--- src/hw/uis_pkg.sv ---
// interrupt priority and modem signal register set: shared definitions
// assumes a single 50 MHz clock and a strobed 8-bit host register port
package uis_pkg;

   // register index on the 3-bit host address
   localparam logic [2:0] UIS_ADDR_DATA   = 3'h0;
   localparam logic [2:0] UIS_ADDR_IER    = 3'h1;
   localparam logic [2:0] UIS_ADDR_IDENT  = 3'h2;
   localparam logic [2:0] UIS_ADDR_LSR    = 3'h5;
   localparam logic [2:0] UIS_ADDR_MCR    = 3'h4;
   localparam logic [2:0] UIS_ADDR_MSR    = 3'h6;

   // enable bits
   localparam int UIS_IE_RX     = 0;
   localparam int UIS_IE_TXE    = 1;
   localparam int UIS_IE_LS     = 2;
   localparam int UIS_IE_MS     = 3;
   localparam int UIS_IE_W      = 4;

   // modem control bits
   localparam int UIS_MC_DTR    = 0;
   localparam int UIS_MC_RTS    = 1;
   localparam int UIS_MC_OUTA   = 2;
   localparam int UIS_MC_GATE   = 3;
   localparam int UIS_MC_W      = 5;

   // cause codes, also the identity bits 2:1
   localparam logic [1:0] UIS_CAUSE_LS   = 2'h3;
   localparam logic [1:0] UIS_CAUSE_RX   = 2'h2;
   localparam logic [1:0] UIS_CAUSE_TXE  = 2'h1;
   localparam logic [1:0] UIS_CAUSE_MS   = 2'h0;

   // modem status constant bits 5:4 and idle identity value
   localparam logic [1:0] UIS_MSR_ONES    = 2'h3;
   localparam logic [7:0] UIS_IDENT_NONE  = 8'h01;
   localparam logic [7:0] UIS_READ_ZERO   = 8'h00;

   typedef enum logic [2:0] {
      UIS_BUS_IDLE  = 3'b001,
      UIS_BUS_READ  = 3'b010,
      UIS_BUS_WRITE = 3'b100
   } uis_bus_phase_t;

   // three-stage pin synchroniser with the accepted level
   typedef struct packed {
      logic [2:0] s;
      logic       st;
   } uis_sync_t;

   localparam uis_sync_t UIS_SYNC_HI = '{s: 3'h7, st: 1'b1};
   localparam uis_sync_t UIS_SYNC_LO = '{s: 3'h0, st: 1'b0};

   typedef struct packed {
      logic       cs_n;
      logic       rd_n;
      logic       wr_n;
      logic [2:0] addr;
      logic [7:0] data;
   } uis_host_t;

   // pulses and levels from the receiver and transmitter
   typedef struct packed {
      logic       overrun;
      logic       parity_flag;
      logic       framing_flag;
      logic       break_flag;
      logic       rx_char;
      logic       tx_stop_done;
      logic       rx_ready;
      logic       tx_shift_empty;
      logic [7:0] rx_buffer;
   } uis_line_t;

   typedef struct packed {
      logic ring_in_n;
      logic carrier_present;
      logic hangup_strap;
   } uis_modem_in_t;

   typedef struct packed {
      logic terminal_ready;
      logic rts;
      logic general_output_a;
      logic force_command;
   } uis_modem_out_t;

   typedef struct packed {
      uis_bus_phase_t phase;
      uis_sync_t      rd;
      uis_sync_t      wr;
      uis_sync_t      ring;
      uis_sync_t      car;
      uis_sync_t      strap;
      logic [3:0]     ier;
      logic [4:0]     mcr;
      logic           ring_trailing_flag;
      logic           carrier_change_flag;
      logic [3:0]     err;
      logic           rx_pend;
      logic           txe_pend;
      logic           frz_v;
      logic [1:0]     frz_cause;
      logic [7:0]     dout;
      logic           force_cmd;
      logic           tx_load;
      logic           rx_taken;
   } uis_state_t;

endpackage : uis_pkg

--- src/hw/uis_core.sv ---
// interrupt priority, identity, enable, modem control and modem status
// assumes async host strobes and modem pins; same-clock line events
// What this block does
// RULE1: four causes ranked line status, received data, holding empty, modem
// RULE2: reading identity freezes the top cause until that cause is serviced
// RULE3: identity bit 0 reads 0 while an enabled cause pends, else 1
// RULE4: identity bits 2:1 give 11, 10, 01, 00 for the four causes
// RULE5: identity bits 7 to 3 read zero
// RULE6: enable bits 0..3 gate received data, holding empty, line, modem
// RULE7: enable bits 7 to 4 read zero whatever is written
// RULE8: status flags update regardless of enables; enables gate only output
// RULE9: interrupt output high while an enabled cause pends, low otherwise
// RULE10: control bit 0 drives terminal ready; dropping it with strap hangs up
// RULE11: control bits 1 and 2 hold request-to-send and general output a
// RULE12: control bit 3 clear floats the interrupt output, set drives it
// RULE13: control bits 7 to 5 read zero, bit 4 has no function
// RULE14: change flags set on input change, all cleared by status read
// RULE15: status bit 2 sets when ring input goes from on to off
// RULE16: status bit 3 sets on any carrier change
// RULE17: status bits 1:0 read 0, bits 5:4 read 1
// RULE18: status bit 6 is inverted ring pin, bit 7 is carrier state
// RULE19: modem interrupt raised by trailing ring or carrier change flag
// RULE20: receive buffer read clears received-data interrupt within 1 us
// RULE21: holding empty clears on identity read reporting it or data write
// RULE22: holding empty raised within one baud after transmitted stop bit
// RULE23: line status read clears error flags and line interrupt
// RULE24: reset clears enables and control, identity reads 01
// RULE25: after a frozen cause clears, the next top cause is reported
`timescale 1ns/1ns

module uis_core
   import uis_pkg::*;
(
   input  wire logic                    clk_i,
   input  wire logic                    rst_i,
   input  wire uis_pkg::uis_host_t      host_i,
   output logic [7:0]                   data_o,
   output logic                         data_oe_o,
   input  wire uis_pkg::uis_line_t      line_i,
   input  wire uis_pkg::uis_modem_in_t  modem_i,
   output uis_pkg::uis_modem_out_t      modem_o,
   output logic [3:0]                   line_err_o,
   output logic                         tx_holding_empty_o,
   output logic                         tx_load_o,
   output logic                         rx_taken_o,
   output logic                         irq_o,
   output logic                         irq_oe_o
);
   import uis_pkg::*;

   uis_state_t st_q;
   uis_state_t st_d;
   logic       rd_ev;
   logic       wr_ev;
   logic [3:0] pend;
   logic [1:0] top_cause;
   logic [1:0] rep_cause;
   logic       rep_valid;
   logic [7:0] ident_val;

   // shift a pin in; the accepted level moves once stages two and three agree
   function automatic uis_sync_t sync_step(uis_sync_t c, logic pin);
      uis_sync_t r;
      r.s  = {c.s[1:0], pin};
      r.st = (c.s[1] == c.s[2]) ? c.s[2] : c.st;
      return r;
   endfunction : sync_step

   // fixed priority, line status highest, modem status lowest
   function automatic logic [1:0] top_of(logic [3:0] p);
      logic [1:0] c;
      c = UIS_CAUSE_MS;
      if (p[UIS_CAUSE_LS]) begin
         c = UIS_CAUSE_LS;
      end else if (p[UIS_CAUSE_RX]) begin
         c = UIS_CAUSE_RX;
      end else if (p[UIS_CAUSE_TXE]) begin
         c = UIS_CAUSE_TXE;
      end
      return c;
   endfunction : top_of

   always_comb begin
      st_d = st_q;
      st_d.force_cmd = 1'b0;
      st_d.tx_load   = 1'b0;
      st_d.rx_taken  = 1'b0;

      st_d.rd    = sync_step(st_q.rd, host_i.rd_n);
      st_d.wr    = sync_step(st_q.wr, host_i.wr_n);
      st_d.ring  = sync_step(st_q.ring, modem_i.ring_in_n);
      st_d.car   = sync_step(st_q.car, modem_i.carrier_present);
      st_d.strap = sync_step(st_q.strap, modem_i.hangup_strap);

      // chip select and address are stable long before the strobe settles
      rd_ev = st_q.rd.st & ~st_d.rd.st & ~host_i.cs_n;
      wr_ev = st_q.wr.st & ~st_d.wr.st & ~host_i.cs_n;

      // pending causes, each gated by its enable
      pend = '0;
      pend[UIS_CAUSE_LS]   = st_q.ier[UIS_IE_LS] & (|st_q.err);       // RULE6
      pend[UIS_CAUSE_RX]   = st_q.ier[UIS_IE_RX] & st_q.rx_pend;      // RULE6
      pend[UIS_CAUSE_TXE]  = st_q.ier[UIS_IE_TXE] & st_q.txe_pend;    // RULE6
      pend[UIS_CAUSE_MS]   = st_q.ier[UIS_IE_MS]                      // RULE19
                             & (st_q.ring_trailing_flag
                                | st_q.carrier_change_flag);
      top_cause = top_of(pend);                                        // RULE1

      // a frozen cause is reported while it still pends
      if (st_q.frz_v && pend[st_q.frz_cause]) begin                    // RULE2
         rep_cause = st_q.frz_cause;
      end else begin
         rep_cause = top_cause;                                        // RULE25
      end
      rep_valid = |pend;
      ident_val = UIS_IDENT_NONE;                                      // RULE5
      if (rep_valid) begin
         ident_val = {5'h00, rep_cause, 1'b0};                         // RULE3
      end

      // serviced frozen cause releases so the next one is evaluated
      if (st_q.frz_v && !pend[st_q.frz_cause]) begin                   // RULE25
         st_d.frz_v = 1'b0;
      end

      // line status error flags; the set wins over a same-cycle clear
      if (rd_ev && host_i.addr == UIS_ADDR_LSR) begin                  // RULE23
         st_d.err = '0;
      end
      if (line_i.overrun) begin                                        // RULE8
         st_d.err[0] = 1'b1;
      end
      if (line_i.parity_flag) begin
         st_d.err[1] = 1'b1;
      end
      if (line_i.framing_flag) begin
         st_d.err[2] = 1'b1;
      end
      if (line_i.break_flag) begin
         st_d.err[3] = 1'b1;
      end

      // received data cause
      if (rd_ev && host_i.addr == UIS_ADDR_DATA) begin                 // RULE20
         st_d.rx_pend  = 1'b0;
         st_d.rx_taken = 1'b1;
      end
      if (line_i.rx_char) begin
         st_d.rx_pend = 1'b1;
      end

      // holding empty cause
      if (rd_ev && host_i.addr == UIS_ADDR_IDENT && rep_valid
          && rep_cause == UIS_CAUSE_TXE) begin                         // RULE21
         st_d.txe_pend = 1'b0;
      end
      if (wr_ev && host_i.addr == UIS_ADDR_DATA) begin                 // RULE21
         st_d.txe_pend = 1'b0;
         st_d.tx_load  = 1'b1;
      end
      if (line_i.tx_stop_done) begin                                   // RULE22
         st_d.txe_pend = 1'b1;
      end

      // freeze the reported cause when identity is read, except a holding empty cause
      if (rd_ev && host_i.addr == UIS_ADDR_IDENT && rep_valid) begin   // RULE2
         st_d.frz_v     = ~(rep_cause == UIS_CAUSE_TXE);
         st_d.frz_cause = rep_cause;
      end

      // modem change flags run whatever the enables hold
      if (rd_ev && host_i.addr == UIS_ADDR_MSR) begin                  // RULE14
         st_d.ring_trailing_flag  = 1'b0;
         st_d.carrier_change_flag = 1'b0;
      end
      if (!st_q.ring.st && st_d.ring.st) begin                         // RULE15
         st_d.ring_trailing_flag = 1'b1;
      end
      if (st_q.car.st != st_d.car.st) begin                            // RULE16
         st_d.carrier_change_flag = 1'b1;
      end

      // host bus phase and register access
      case (st_q.phase)
         UIS_BUS_IDLE: begin
            if (rd_ev) begin
               st_d.phase = UIS_BUS_READ;
               case (host_i.addr)
                  UIS_ADDR_DATA: st_d.dout = line_i.rx_buffer;
                  UIS_ADDR_IER:  st_d.dout = {4'h0, st_q.ier};         // RULE7
                  UIS_ADDR_IDENT: st_d.dout = ident_val;               // RULE4
                  UIS_ADDR_MCR:  st_d.dout = {3'h0, st_q.mcr};         // RULE13
                  UIS_ADDR_LSR: begin
                     st_d.dout = {1'b0, line_i.tx_shift_empty,
                                  st_q.txe_pend, st_q.err,
                                  line_i.rx_ready};
                  end
                  UIS_ADDR_MSR: begin
                     st_d.dout = {st_q.car.st, ~st_q.ring.st,         // RULE18
                                  UIS_MSR_ONES,                        // RULE17
                                  st_q.carrier_change_flag,
                                  st_q.ring_trailing_flag, 2'h0};
                  end
                  default: st_d.dout = UIS_READ_ZERO;
               endcase
            end else if (wr_ev) begin
               st_d.phase = UIS_BUS_WRITE;
               case (host_i.addr)
                  UIS_ADDR_IER: begin
                     st_d.ier = host_i.data[UIS_IE_W-1:0];             // RULE7
                  end
                  UIS_ADDR_MCR: begin
                     st_d.mcr = host_i.data[UIS_MC_W-1:0];             // RULE11
                     if (st_q.mcr[UIS_MC_DTR]
                         && !host_i.data[UIS_MC_DTR]
                         && st_q.strap.st) begin                       // RULE10
                        st_d.force_cmd = 1'b1;
                     end
                  end
                  default: st_d.phase = UIS_BUS_WRITE;
               endcase
            end
         end
         UIS_BUS_READ: begin
            if (st_d.rd.st) begin
               st_d.phase = UIS_BUS_IDLE;
            end
         end
         UIS_BUS_WRITE: begin
            if (st_d.wr.st) begin
               st_d.phase = UIS_BUS_IDLE;
            end
         end
         default: st_d.phase = UIS_BUS_IDLE;
      endcase
   end

   // synchronous reset loads constants only
   always_ff @(posedge clk_i) begin
      if (rst_i) begin                                                 // RULE24
         st_q.phase               <= UIS_BUS_IDLE;
         st_q.rd                  <= UIS_SYNC_HI;
         st_q.wr                  <= UIS_SYNC_HI;
         st_q.ring                <= UIS_SYNC_HI;
         st_q.car                 <= UIS_SYNC_LO;
         st_q.strap               <= UIS_SYNC_LO;
         st_q.ier                 <= '0;
         st_q.mcr                 <= '0;
         st_q.ring_trailing_flag  <= 1'b0;
         st_q.carrier_change_flag <= 1'b0;
         st_q.err                 <= '0;
         st_q.rx_pend             <= 1'b0;
         st_q.txe_pend            <= 1'b0;
         st_q.frz_v               <= 1'b0;
         st_q.frz_cause           <= UIS_CAUSE_MS;
         st_q.dout                <= UIS_READ_ZERO;
         st_q.force_cmd           <= 1'b0;
         st_q.tx_load             <= 1'b0;
         st_q.rx_taken            <= 1'b0;
      end else begin
         st_q <= st_d;
      end
   end

   assign data_o             = st_q.dout;
   // read data stands until the strobe is seen released
   assign data_oe_o          = (st_q.phase == UIS_BUS_READ);
   assign line_err_o         = st_q.err;
   assign tx_holding_empty_o = st_q.txe_pend;
   assign tx_load_o          = st_q.tx_load;
   assign rx_taken_o         = st_q.rx_taken;
   assign irq_o              = |pend;                                  // RULE9
   assign irq_oe_o           = st_q.mcr[UIS_MC_GATE];                  // RULE12
   assign modem_o.terminal_ready   = st_q.mcr[UIS_MC_DTR];             // RULE10
   assign modem_o.rts              = st_q.mcr[UIS_MC_RTS];             // RULE11
   assign modem_o.general_output_a = st_q.mcr[UIS_MC_OUTA];            // RULE11
   assign modem_o.force_command    = st_q.force_cmd;
endmodule : uis_core

--- config.mk ---
export PLATFORM = sky130hd
export DESIGN_NAME = uis_core
export DESIGN_NICKNAME = d
export VERILOG_FILES = /design/src/hw/uis_pkg.sv /design/src/hw/uis_core.sv
export SDC_FILE = /design/constraint.sdc
export NUM_CORES = 1
export LEC_CHECK = 0
export BUFFER_PORTS_ARGS = -buffer_cell sky130_fd_sc_hd__buf_2
export CORE_AREA = 10 10 77 79
export CTS_CLUSTER_DIAMETER = 50
export DETAILED_ROUTE_END_ITERATION = 8
export DIE_AREA = 0 0 87 89
export MAX_ROUTING_LAYER = met4
export PLACE_DENSITY_LB_ADDON = 0.15
export SYNTH_ARGS = -nofsm -noshare
export SYNTH_HDL_FRONTEND = slang
export SYNTH_SLANG_ARGS = --single-unit
--- constraint.sdc ---
create_clock -name clk_i -period 2.8 [get_ports clk_i]
set_input_delay 0.56 -clock clk_i [delete_from_list [all_inputs] [get_ports clk_i]]
set_output_delay 0.56 -clock clk_i [all_outputs]
set_load 0.05 [all_outputs]
Word-level counts from Yosys, hierarchy flattened
Index checks and enable logic that the tools add are counted.
- flip-flop bits (word level): 54
- input bits: 35
- word-level logic and storage cells: 131
- magnitude comparators: 1
- eq/ne operators: 18
- mux-type cells: 35
- bitwise gates (word level): 18
- reduce and logical (&&, ||, !) cells: 32
- operators with widths (cell ; count):
    $pmux W8 S6 ; 1
    $mux W1 ; 21
    $mux W3 ; 6
    $reduce_bool A2 Y1 ; 8
    $eq A3 B3 Y1 const B ; 4
    $logic_and A1 B1 Y1 ; 12
    $not A1 Y1 ; 9
    $pmux W3 S3 ; 1
    $and A1 B1 Y1 ; 8
    $mux W2 ; 4
    $reduce_and A4 Y1 ; 2
    $reduce_or A4 Y1 ; 2
    $eq A3 B1 Y1 const B ; 2
    $eq A3 B2 Y1 const B ; 2
    $eq A1 B1 Y1 ; 5
    $reduce_or A5 Y1 ; 1
    $mux W4 ; 1
    $logic_not A1 Y1 ; 3
    $logic_not A3 Y1 ; 1
    $lt A2 B3 Y1 const B ; 1
    $ne A3 B3 Y1 const B ; 1
    $reduce_and A3 Y1 ; 1
    $reduce_bool A3 Y1 ; 1
    $bmux W1 S2 ; 1
    6 further kinds ; 6

Depth between registers and ports, before layout
Gate-level depths: netlist of run 1.
- depth in word-level cells: 11
- mapped depth: 7

Worst setup path before layout of run 1
OpenSTA, ideal clock, no wires.
- path kind: register to register
- start point: reg st_q, in the netlist line_err_o[0]
- end point: reg st_q, in the netlist data_o[1]
- data arrival time: 2026 ps
- data required time: 2685 ps
- setup slack: 660 ps
- stages on the path, launching flop included: 6
- buffers on the path: 0
- cell sequence: dfxtp_1 -> o41ai_2 -> nand4_1 -> nor2b_1 -> and3b_1 -> o21a_1
- elaborated cells between the ends (all ways): 10
- RTL lines (element ; RTL line ; text):
    start, declared ; uis_core.sv:51 ; uis_state_t st_q;
    start signal, assigned ; uis_core.sv:261 ; st_q <= st_d;
    $reduce_or A4 Y1 ; uis_core.sv:101 ; pend[UIS_CAUSE_LS] = st_q.ier[UIS_IE_LS] & (|st_q.err);
    $and A1 B1 Y1 ; uis_core.sv:101 ;
    $reduce_or A4 Y1 ; -- ;
    named net irq_o ; uis_core.sv:46 ; output logic irq_o,
    $mux W3 ; uis_core.sv:117 ; if (rep_valid) begin
    $pmux W8 S6 ; uis_core.sv:188 ; case (host_i.addr)
The timed path passes the listed nets, and every way through them passes these cells. The select of a mux whose other input is x is not followed.
A chain may end at the register's enable or synchronous reset.

Worst setup path in the final report of run 1
- start point: reg st_q, in the netlist line_err_o[0]
- end point: out irq_o
- cells in the longest elaborated chain, start to end: 3
- ends and longest elaborated chain (element ; RTL line ; text):
    $reduce_or A4 Y1 ; uis_core.sv:101 ;
    $and A1 B1 Y1 ; uis_core.sv:101 ;
    $reduce_or A4 Y1 ; uis_core.sv:272 ; assign irq_o = |pend;
    end, declared ; uis_core.sv:46 ;
No other way between the ends.

==> out/qor.txt, run 1 <==
Endpoint of the most critical register-to-register path -> st_q[13]
Main flop type after synthesis -> sky130_fd_sc_hd__dfxtp_1
Site Rows -> 25
Initial DRC count -> 110
Relative slew margins -> 60.7%
Actual slew at the worst max-slew pin -> 0.589 ns
Worst R2R Path Depth -> 5
Post-CTS setup repair buffer count -> 0
Layout-stage area growth over the synthesis result -> 12.8%
Aggregate negative setup slack -> 0 ns
RSZ-0062 raised after global routing -> false
Cell count of the worst hold path -> 1
Post-synth net total -> 299
Post-synthesis register bit count -> 54
Hold Startpoint -> st_d[41]
Post-detailed-route via-to-cell ratio -> 5.45
Power Density -> 526 mW/mm²
Setup slack of the worst register-to-register path -> 0.91 ns
Worst Hold Path EP -> st_d[42]
Horizontal die dimension -> 87 µm
Worst-case setup slack after placement -> 0.518 ns
Leading cell type in the layout, fill and taps excluded -> sky130_fd_sc_hd__dfxtp_1
Number of warnings reported in the yosys synthesis log -> 0
CTS tree -> built
Final max-slew violation count -> 0
Number of flops mapped to enable cells by yosys -> 0
RR Startpoint -> st_q[30]
WL/cell -> 15.4 µm
Simple-gate portion of the synthesized area -> 24.3%
Aggregate global-route resource usage -> 14.7%
CP Data Arrival Time -> 1.69 ns
Area of the mapped netlist -> 0.00242 mm²
Share of the synthesized area in compound gates (AO/OA/AOI/OAI) -> 14.6%
Count of cells resized by post-cts repair -> 0
Post-synthesis async set-or-reset flop share -> 0%
Post-detailed-placement cell area -> 0.00262 mm²
Clock root cell -> sky130_fd_sc_hd__clkbuf_8
Highest-utilization routing layer at the global route stage -> met2
Antenna cells -> 0
Proportion of total power due to net switching -> 22.3%
Number of global-route vias before repair -> 1928
Total Power Consumption -> 1.43 mW
Worst-case clock skew -> 0.0103 ns
Count of H-tree levels built during CTS -> 2
Top library cells by usage in the layout, fill and taps aside -> sky130_fd_sc_hd__dfxtp_1 (54), sky130_fd_sc_hd__buf_2 (53), sky130_fd_sc_hd__nor2_1 (28), sky130_fd_sc_hd__a21oi_1 (19), sky130_fd_sc_hd__nand2_1 (18)
Residual DRC count -> 0
Initial cell density of the core -> 53.3%
Switching power -> 0.321 mW
Placed Cells incl. Taps -> 347
Sequential Power Share -> 55.5%
I/O Buffers -> 53
Final setup violation count -> 0
Met3 capacity usage during global routing -> 3.83%
Ports placed on the boundary -> 57
Fin util -> 60.1%
Maximum root-to-sink buffer count -> 2
Clock latency on the worst-skew pair -> 0.31 ns
Estimated wirelength of the detail-placed design -> 4190 µm
Gate count of the mapped netlist -> 264
Class of the most critical setup path -> register to primary output
Max Freq -> 444 MHz
Largest cells by area after synthesis -> sky130_fd_sc_hd__dfxtp_1 (45%), sky130_fd_sc_hd__mux2i_1 (5.0%), sky130_fd_sc_hd__buf_4 (5.0%), sky130_fd_sc_hd__nor2_1 (4.3%), sky130_fd_sc_hd__a21oi_1 (3.9%)
Core ar. -> 0.00454 mm²
Post-route ant nets -> 0
Proportion of layout cells with a drive suffix above 1 -> 29.7%
Global-route met2 utilization -> 23.7%
Clock power frac -> 36.8%
Worst IR drop on VDD -> 311 µV
Overall die area -> 0.00774 mm²
Hold Path Class -> register to register
Initial antenna violation count -> 0
Maximum number of pins on one net before global-route repair -> 22
Num CTS Buffers -> 5
Via count of the routed design -> 1930
Yosys top cell area share -> 44.7%
Clock transition time at the flip-flop clock pins of the worst setup and hold paths -> 0.10 ns
Dominant combinational cell family by area after synthesis -> simple AND/OR/NAND/NOR gates
Post-route minimum period -> 2.25 ns
Length of the first detailed-routing pass in iterations -> 4
Sequential element share of the synthesized area -> 44.7%
DIE HEIGHT -> 89 µm
Synthesized-area fraction occupied by xor and xnor cells -> 0%
Met1 Track Usage GR -> 17.6%
Multiplexer share of the synthesized area -> 7.76%
Final hold slack -> 0.413 ns
Required time of the worst setup path -> 2.24 ns
Final WL -> 5440 µm
Hold Vio Cnt, Final -> 0
First-pass GRT wire length -> 8900 µm
Result of the run -> finished clean
Adder-cell share of the synthesized area -> 0.828%
Average cell area after synthesis -> 9.16 µm²
Number of hold-repair buffers added at the cts stage -> 0
Worst-path maximum fanout -> 4
Count of cell types in the netlist -> 46
Cell leakage power -> 1.13 nW
Gpl congestion -> 0.804
Cell type contributing the most total cell area after synthesis -> sky130_fd_sc_hd__dfxtp_1
Final cell count without fillers -> 354
Kind of start point of the critical path -> register
Min setup slack post-route -> 0.547 ns
Internal portion of total power -> 1.11 mW
Congestion Overflow GR -> 0
Final Net Count -> 335
Total of max-cap violations -> 0
Fraction of power consumed by combinational cells -> 7.7%
Crit path capture type -> primary output
Non-Filler Cell Area, Final -> 0.00273 mm²
Clock Sinks -> 54
Final clock period utilization by the worst path -> 80.5%
-- Yosys cell counts, types with 2 or more instances --
cell / number
sky130_fd_sc_hd__or2_2: 11
sky130_fd_sc_hd__nor3b_1: 4
sky130_fd_sc_hd__a21oi_1: 19
sky130_fd_sc_hd__a211oi_1: 3
sky130_fd_sc_hd__or3b_2: 2
sky130_fd_sc_hd__buf_4: 16
sky130_fd_sc_hd__a221oi_1: 2
sky130_fd_sc_hd__nor3_1: 6
sky130_fd_sc_hd__a31oi_1: 3
sky130_fd_sc_hd__nand3b_1: 5
sky130_fd_sc_hd__maj3_1: 2
sky130_fd_sc_hd__nor4b_1: 3
sky130_fd_sc_hd__o21ai_0: 13
sky130_fd_sc_hd__o221ai_1: 2
sky130_fd_sc_hd__mux2i_1: 12
sky130_fd_sc_hd__buf_2: 2
sky130_fd_sc_hd__nor2b_1: 12
sky130_fd_sc_hd__and2_1: 2
sky130_fd_sc_hd__nor2_1: 28
sky130_fd_sc_hd__mux4_2: 3
sky130_fd_sc_hd__dfxtp_1: 54
sky130_fd_sc_hd__a22oi_1: 3
sky130_fd_sc_hd__nand2_1: 18
sky130_fd_sc_hd__nor4_2: 2
sky130_fd_sc_hd__inv_1: 4
sky130_fd_sc_hd__nand3_1: 2
sky130_fd_sc_hd__clkbuf_1: 9
sky130_fd_sc_hd__o211ai_1: 4
-- state kept, by name, summed over array words and instances, names as in the netlist --
register / flops
line_err_o: 4
data_o: 8
st_q: 24
irq_oe_o: 1
st_d: 10
tx_load_o: 1
modem_o: 4
rx_taken_o: 1
tx_holding_empty_o: 1
-- routing by layer --
| metal | up-vias | routed length (µm) |
|---|---|---|
| li1 | 986 | - |
| met1 | 902 | 2560 |
| met2 | 38 | 2600 |
| met3 | 4 | 243 |
| met4 | 0 | 42 |
| met5 | - | 0 |
-- worst max-delay path: stages, from the launching register on --
cell,delay (ns)
sky130_fd_sc_hd__dfxtp_1,0.35
sky130_fd_sc_hd__o41ai_2,0.51
sky130_fd_sc_hd__nand4_1,0.25
sky130_fd_sc_hd__buf_2,0.28
-- how the worst max path moves through the flow --
stage,start,to,cells after the start
2_1_floorplan,line_err_o[0],data_o[1],5
6_report,line_err_o[0],irq_o,3
3_5_place_dp,host_i[13],st_q[28],6
4_1_cts,line_err_o[0],irq_o,3
3_3_place_gp,host_i[13],modem_o[1],6
5_1_grt,line_err_o[0],irq_o,3
-- power by group through the flow --
stage | Combinational [mW] | Sequential, mW | Clock, mW
6_report | 0.110 | 0.796 | 0.529
5_1_grt | 0.121 | 0.799 | 0.572
3_3_place_gp | 0.110 | 0.813 | 0
3_5_place_dp | 0.111 | 0.814 | 0
4_1_cts | 0.111 | 0.796 | 0.539
2_1_floorplan | 0.0731 | 0.814 | 0
-- cell type report --
type	instances	area, µm²
inverter	4	15.0
clock buffer	6	82.6
timing repair buffer	58	303
multi-input combinational	177	1150
clock inverter	1	30.0
tap	54	67.6
fill	422	1810
sequential	54	1080
-- cell families (layout without fill, tap and decap cells) --
kind of cell,after synthesis,count (layout)
DFF,54,54
adders and majority gates,2,2
buffers and inverters,33,69
muxes,15,15
AOI/OAI and AO/OA,56,56
and+or+nand+nor,104,104
Note: power is estimated with default switching activity, not from simulation.
==> inputs of run 2 (changes only) <==
--- a/config.mk
+++ b/config.mk
@@ -6,10 +6,10 @@
 export NUM_CORES = 1
 export LEC_CHECK = 0
 export BUFFER_PORTS_ARGS = -buffer_cell sky130_fd_sc_hd__buf_2
-export CORE_AREA = 10 10 77 79
+export CORE_AREA = 10 10 79 81
 export CTS_CLUSTER_DIAMETER = 50
 export DETAILED_ROUTE_END_ITERATION = 8
-export DIE_AREA = 0 0 87 89
+export DIE_AREA = 0 0 89 91
 export MAX_ROUTING_LAYER = met4
 export PLACE_DENSITY_LB_ADDON = 0.15
 export SYNTH_ARGS = -nofsm -noshare
==> constraint.sdc (replaced) <==
create_clock -name clk_i -period 2.3 [get_ports clk_i]
set_input_delay 0.46 -clock clk_i [delete_from_list [all_inputs] [get_ports clk_i]]
set_output_delay 0.46 -clock clk_i [all_outputs]
set_load 0.05 [all_outputs]
==> out/qor.txt, run 2 (synthesis gave the netlist of run 1 again) <==
Num CTS Buffers -> 5
Initial antenna violation count -> 0
First-pass GRT wire length -> 8960 µm
Final setup violation count -> 0
Layout-stage area growth over the synthesis result -> 13.3%
Class of the most critical setup path -> register to primary output
Worst-path maximum fanout -> 4
Proportion of layout cells with a drive suffix above 1 -> 29.9%
Required time of the worst setup path -> 1.84 ns
Relative slew margins -> 51.5%
Fraction of power consumed by combinational cells -> 7.7%
Number of flip-flops in the largest register -> 24
Proportion of total power due to net switching -> 23.6%
DIE HEIGHT -> 91 µm
Result of the run -> finished clean
Site Rows -> 25
Horizontal die dimension -> 89 µm
Residual DRC count -> 0
Fill cells -> 436
Initial DRC count -> 96
Worst IR drop on VDD -> 536 µV
Internal portion of total power -> 1.33 mW
Post-detailed-route via-to-cell ratio -> 5.51
Switching power -> 0.413 mW
Count of H-tree levels built during CTS -> 2
Number of hold-repair buffers added at the cts stage -> 0
Via count of the routed design -> 1955
Maximum root-to-sink buffer count -> 2
Aggregate global-route resource usage -> 14.2%
Clock power frac -> 36.8%
Hold Vio Cnt, Final -> 0
Worst-case clock skew -> 0.00535 ns
Sequence of cells on the critical path -> o41ai_4 > nand4_1 > buf_2
Ports placed on the boundary -> 57
Post-CTS setup repair buffer count -> 0
Placed Cells incl. Taps -> 347
Clock root cell -> sky130_fd_sc_hd__clkbuf_8
I/O Buffers -> 53
Maximum number of pins on one net before global-route repair -> 46
Final Net Count -> 335
Overall die area -> 0.00810 mm²
Antenna cells -> 0
Max Freq -> 480 MHz
Clock transition time at the flip-flop clock pins of the worst setup and hold paths -> 0.10 ns
Register with the highest flop count -> st_q
Total of max-cap violations -> 0
Clock Sinks -> 54
Post-route minimum period -> 2.08 ns
Core ar. -> 0.00466 mm²
Crit-path slowest cell -> sky130_fd_sc_hd__o41ai_4
Length of the first detailed-routing pass in iterations -> 4
Number of global-route vias before repair -> 1935
Hold Path Class -> input pin to register
Final clock period utilization by the worst path -> 90.5%
Post-route ant nets -> 0
Initial cell density of the core -> 51.9%
Cell leakage power -> 1.14 nW
WL/cell -> 15.2 µm
Sequential Power Share -> 55.5%
Worst stage delay on the critical path -> 0.44 ns
Final cell count without fillers -> 355
Estimated wirelength of the detail-placed design -> 4060 µm
Clock latency on the worst-skew pair -> 0.31 ns
Top library cells by usage in the layout, fill and taps aside -> sky130_fd_sc_hd__dfxtp_1 (54), sky130_fd_sc_hd__buf_2 (53), sky130_fd_sc_hd__nor2_1 (28), sky130_fd_sc_hd__a21oi_1 (19), sky130_fd_sc_hd__nand2_1 (18)
RSZ-0062 raised after global routing -> false
Final max-slew violation count -> 0
Crit path capture type -> primary output
CTS tree -> built
Kind of start point of the critical path -> register
Power Density -> 638 mW/mm²
Final WL -> 5400 µm
Leading cell type in the layout, fill and taps excluded -> sky130_fd_sc_hd__dfxtp_1
Congestion Overflow GR -> 0
Actual slew at the worst max-slew pin -> 0.727 ns
Aggregate negative setup slack -> 0 ns
Gpl congestion -> 0.802
CP Data Arrival Time -> 1.62 ns
-- run 2: per-layer routing --
metal	routed length, µm	GRT usage, %	vias to the layer above	part of all wire [%]
li1	-	-	991	-
met1	2490	17.7	907	46
met2	2460	20.7	49	46
met3	372	5.18	8	6.9
met4	76	4.24	0	1.4
met5	0	-	-	0
-- run 2: power by group through the flow --
stage | logic (mW) | clock network (mW) | registers [mW]
finish | 0.135 | 0.643 | 0.970
global route | 0.147 | 0.703 | 0.974
CTS | 0.136 | 0.662 | 0.969
detailed placement | 0.136 | 0 | 0.991
global placement | 0.135 | 0 | 0.990
floorplan | 0.0890 | 0 | 0.991
-- run 2: per-stage QoR --
step	total power [mW]	worst slack (ns)	util, %	hold slack (ns)	instance area (µm²)
floorplan	1.08	0.160	-	0.389	2420
global placement	1.12	0.110	56.1	0.393	2620
detailed placement	1.13	0.117	56.1	0.395	2620
CTS	1.77	0.124	58.5	0.315	2730
global route	1.82	0.0982	58.8	0.309	2740
finish	1.75	0.218	58.8	0.323	2740
-- run 2: final timing paths --
check                startpoint        to  slack (ns)  depth (start not counted)
setup / recovery  line_err_o[0]     irq_o        0.22                          3
hold / removal       modem_i[2]  st_d[41]        0.32                          2
setup reg to reg       st_q[12]  st_q[13]        0.35                          5
hold reg to reg        st_d[45]  st_d[46]        0.42                          1
-- run 2: cell type report --
| type | instances | area [µm²] | area share, % |
|---|---|---|---|
| Multi-Input combinational cell | 177 | 1160 | 42.3 |
| Sequential cell | 54 | 1080 | 39.5 |
| Timing Repair Buffer | 58 | 303 | 11.1 |
| Clock buffer | 5 | 68.8 | 2.51 |
| Tap cell | 54 | 67.6 | 2.47 |
| Clock inverter | 3 | 43.8 | 1.60 |
| Inverter | 4 | 15.0 | 0.548 |
-- run 2: repair_timing --
action,4_1_cts,5_1_grt
endpoints found under the hold margin,0,0
endpoints found under the setup margin,0,1
gates resized for setup,0,1
-- run 2: worst max-delay path: cells and delay by family (launching register included) --
kind                   cells  cell delay [ns]
AOI/OAI and AO/OA          1             0.44
DFF                        1             0.37
buffers and inverters      1             0.28
and+or+nand+nor            1             0.23
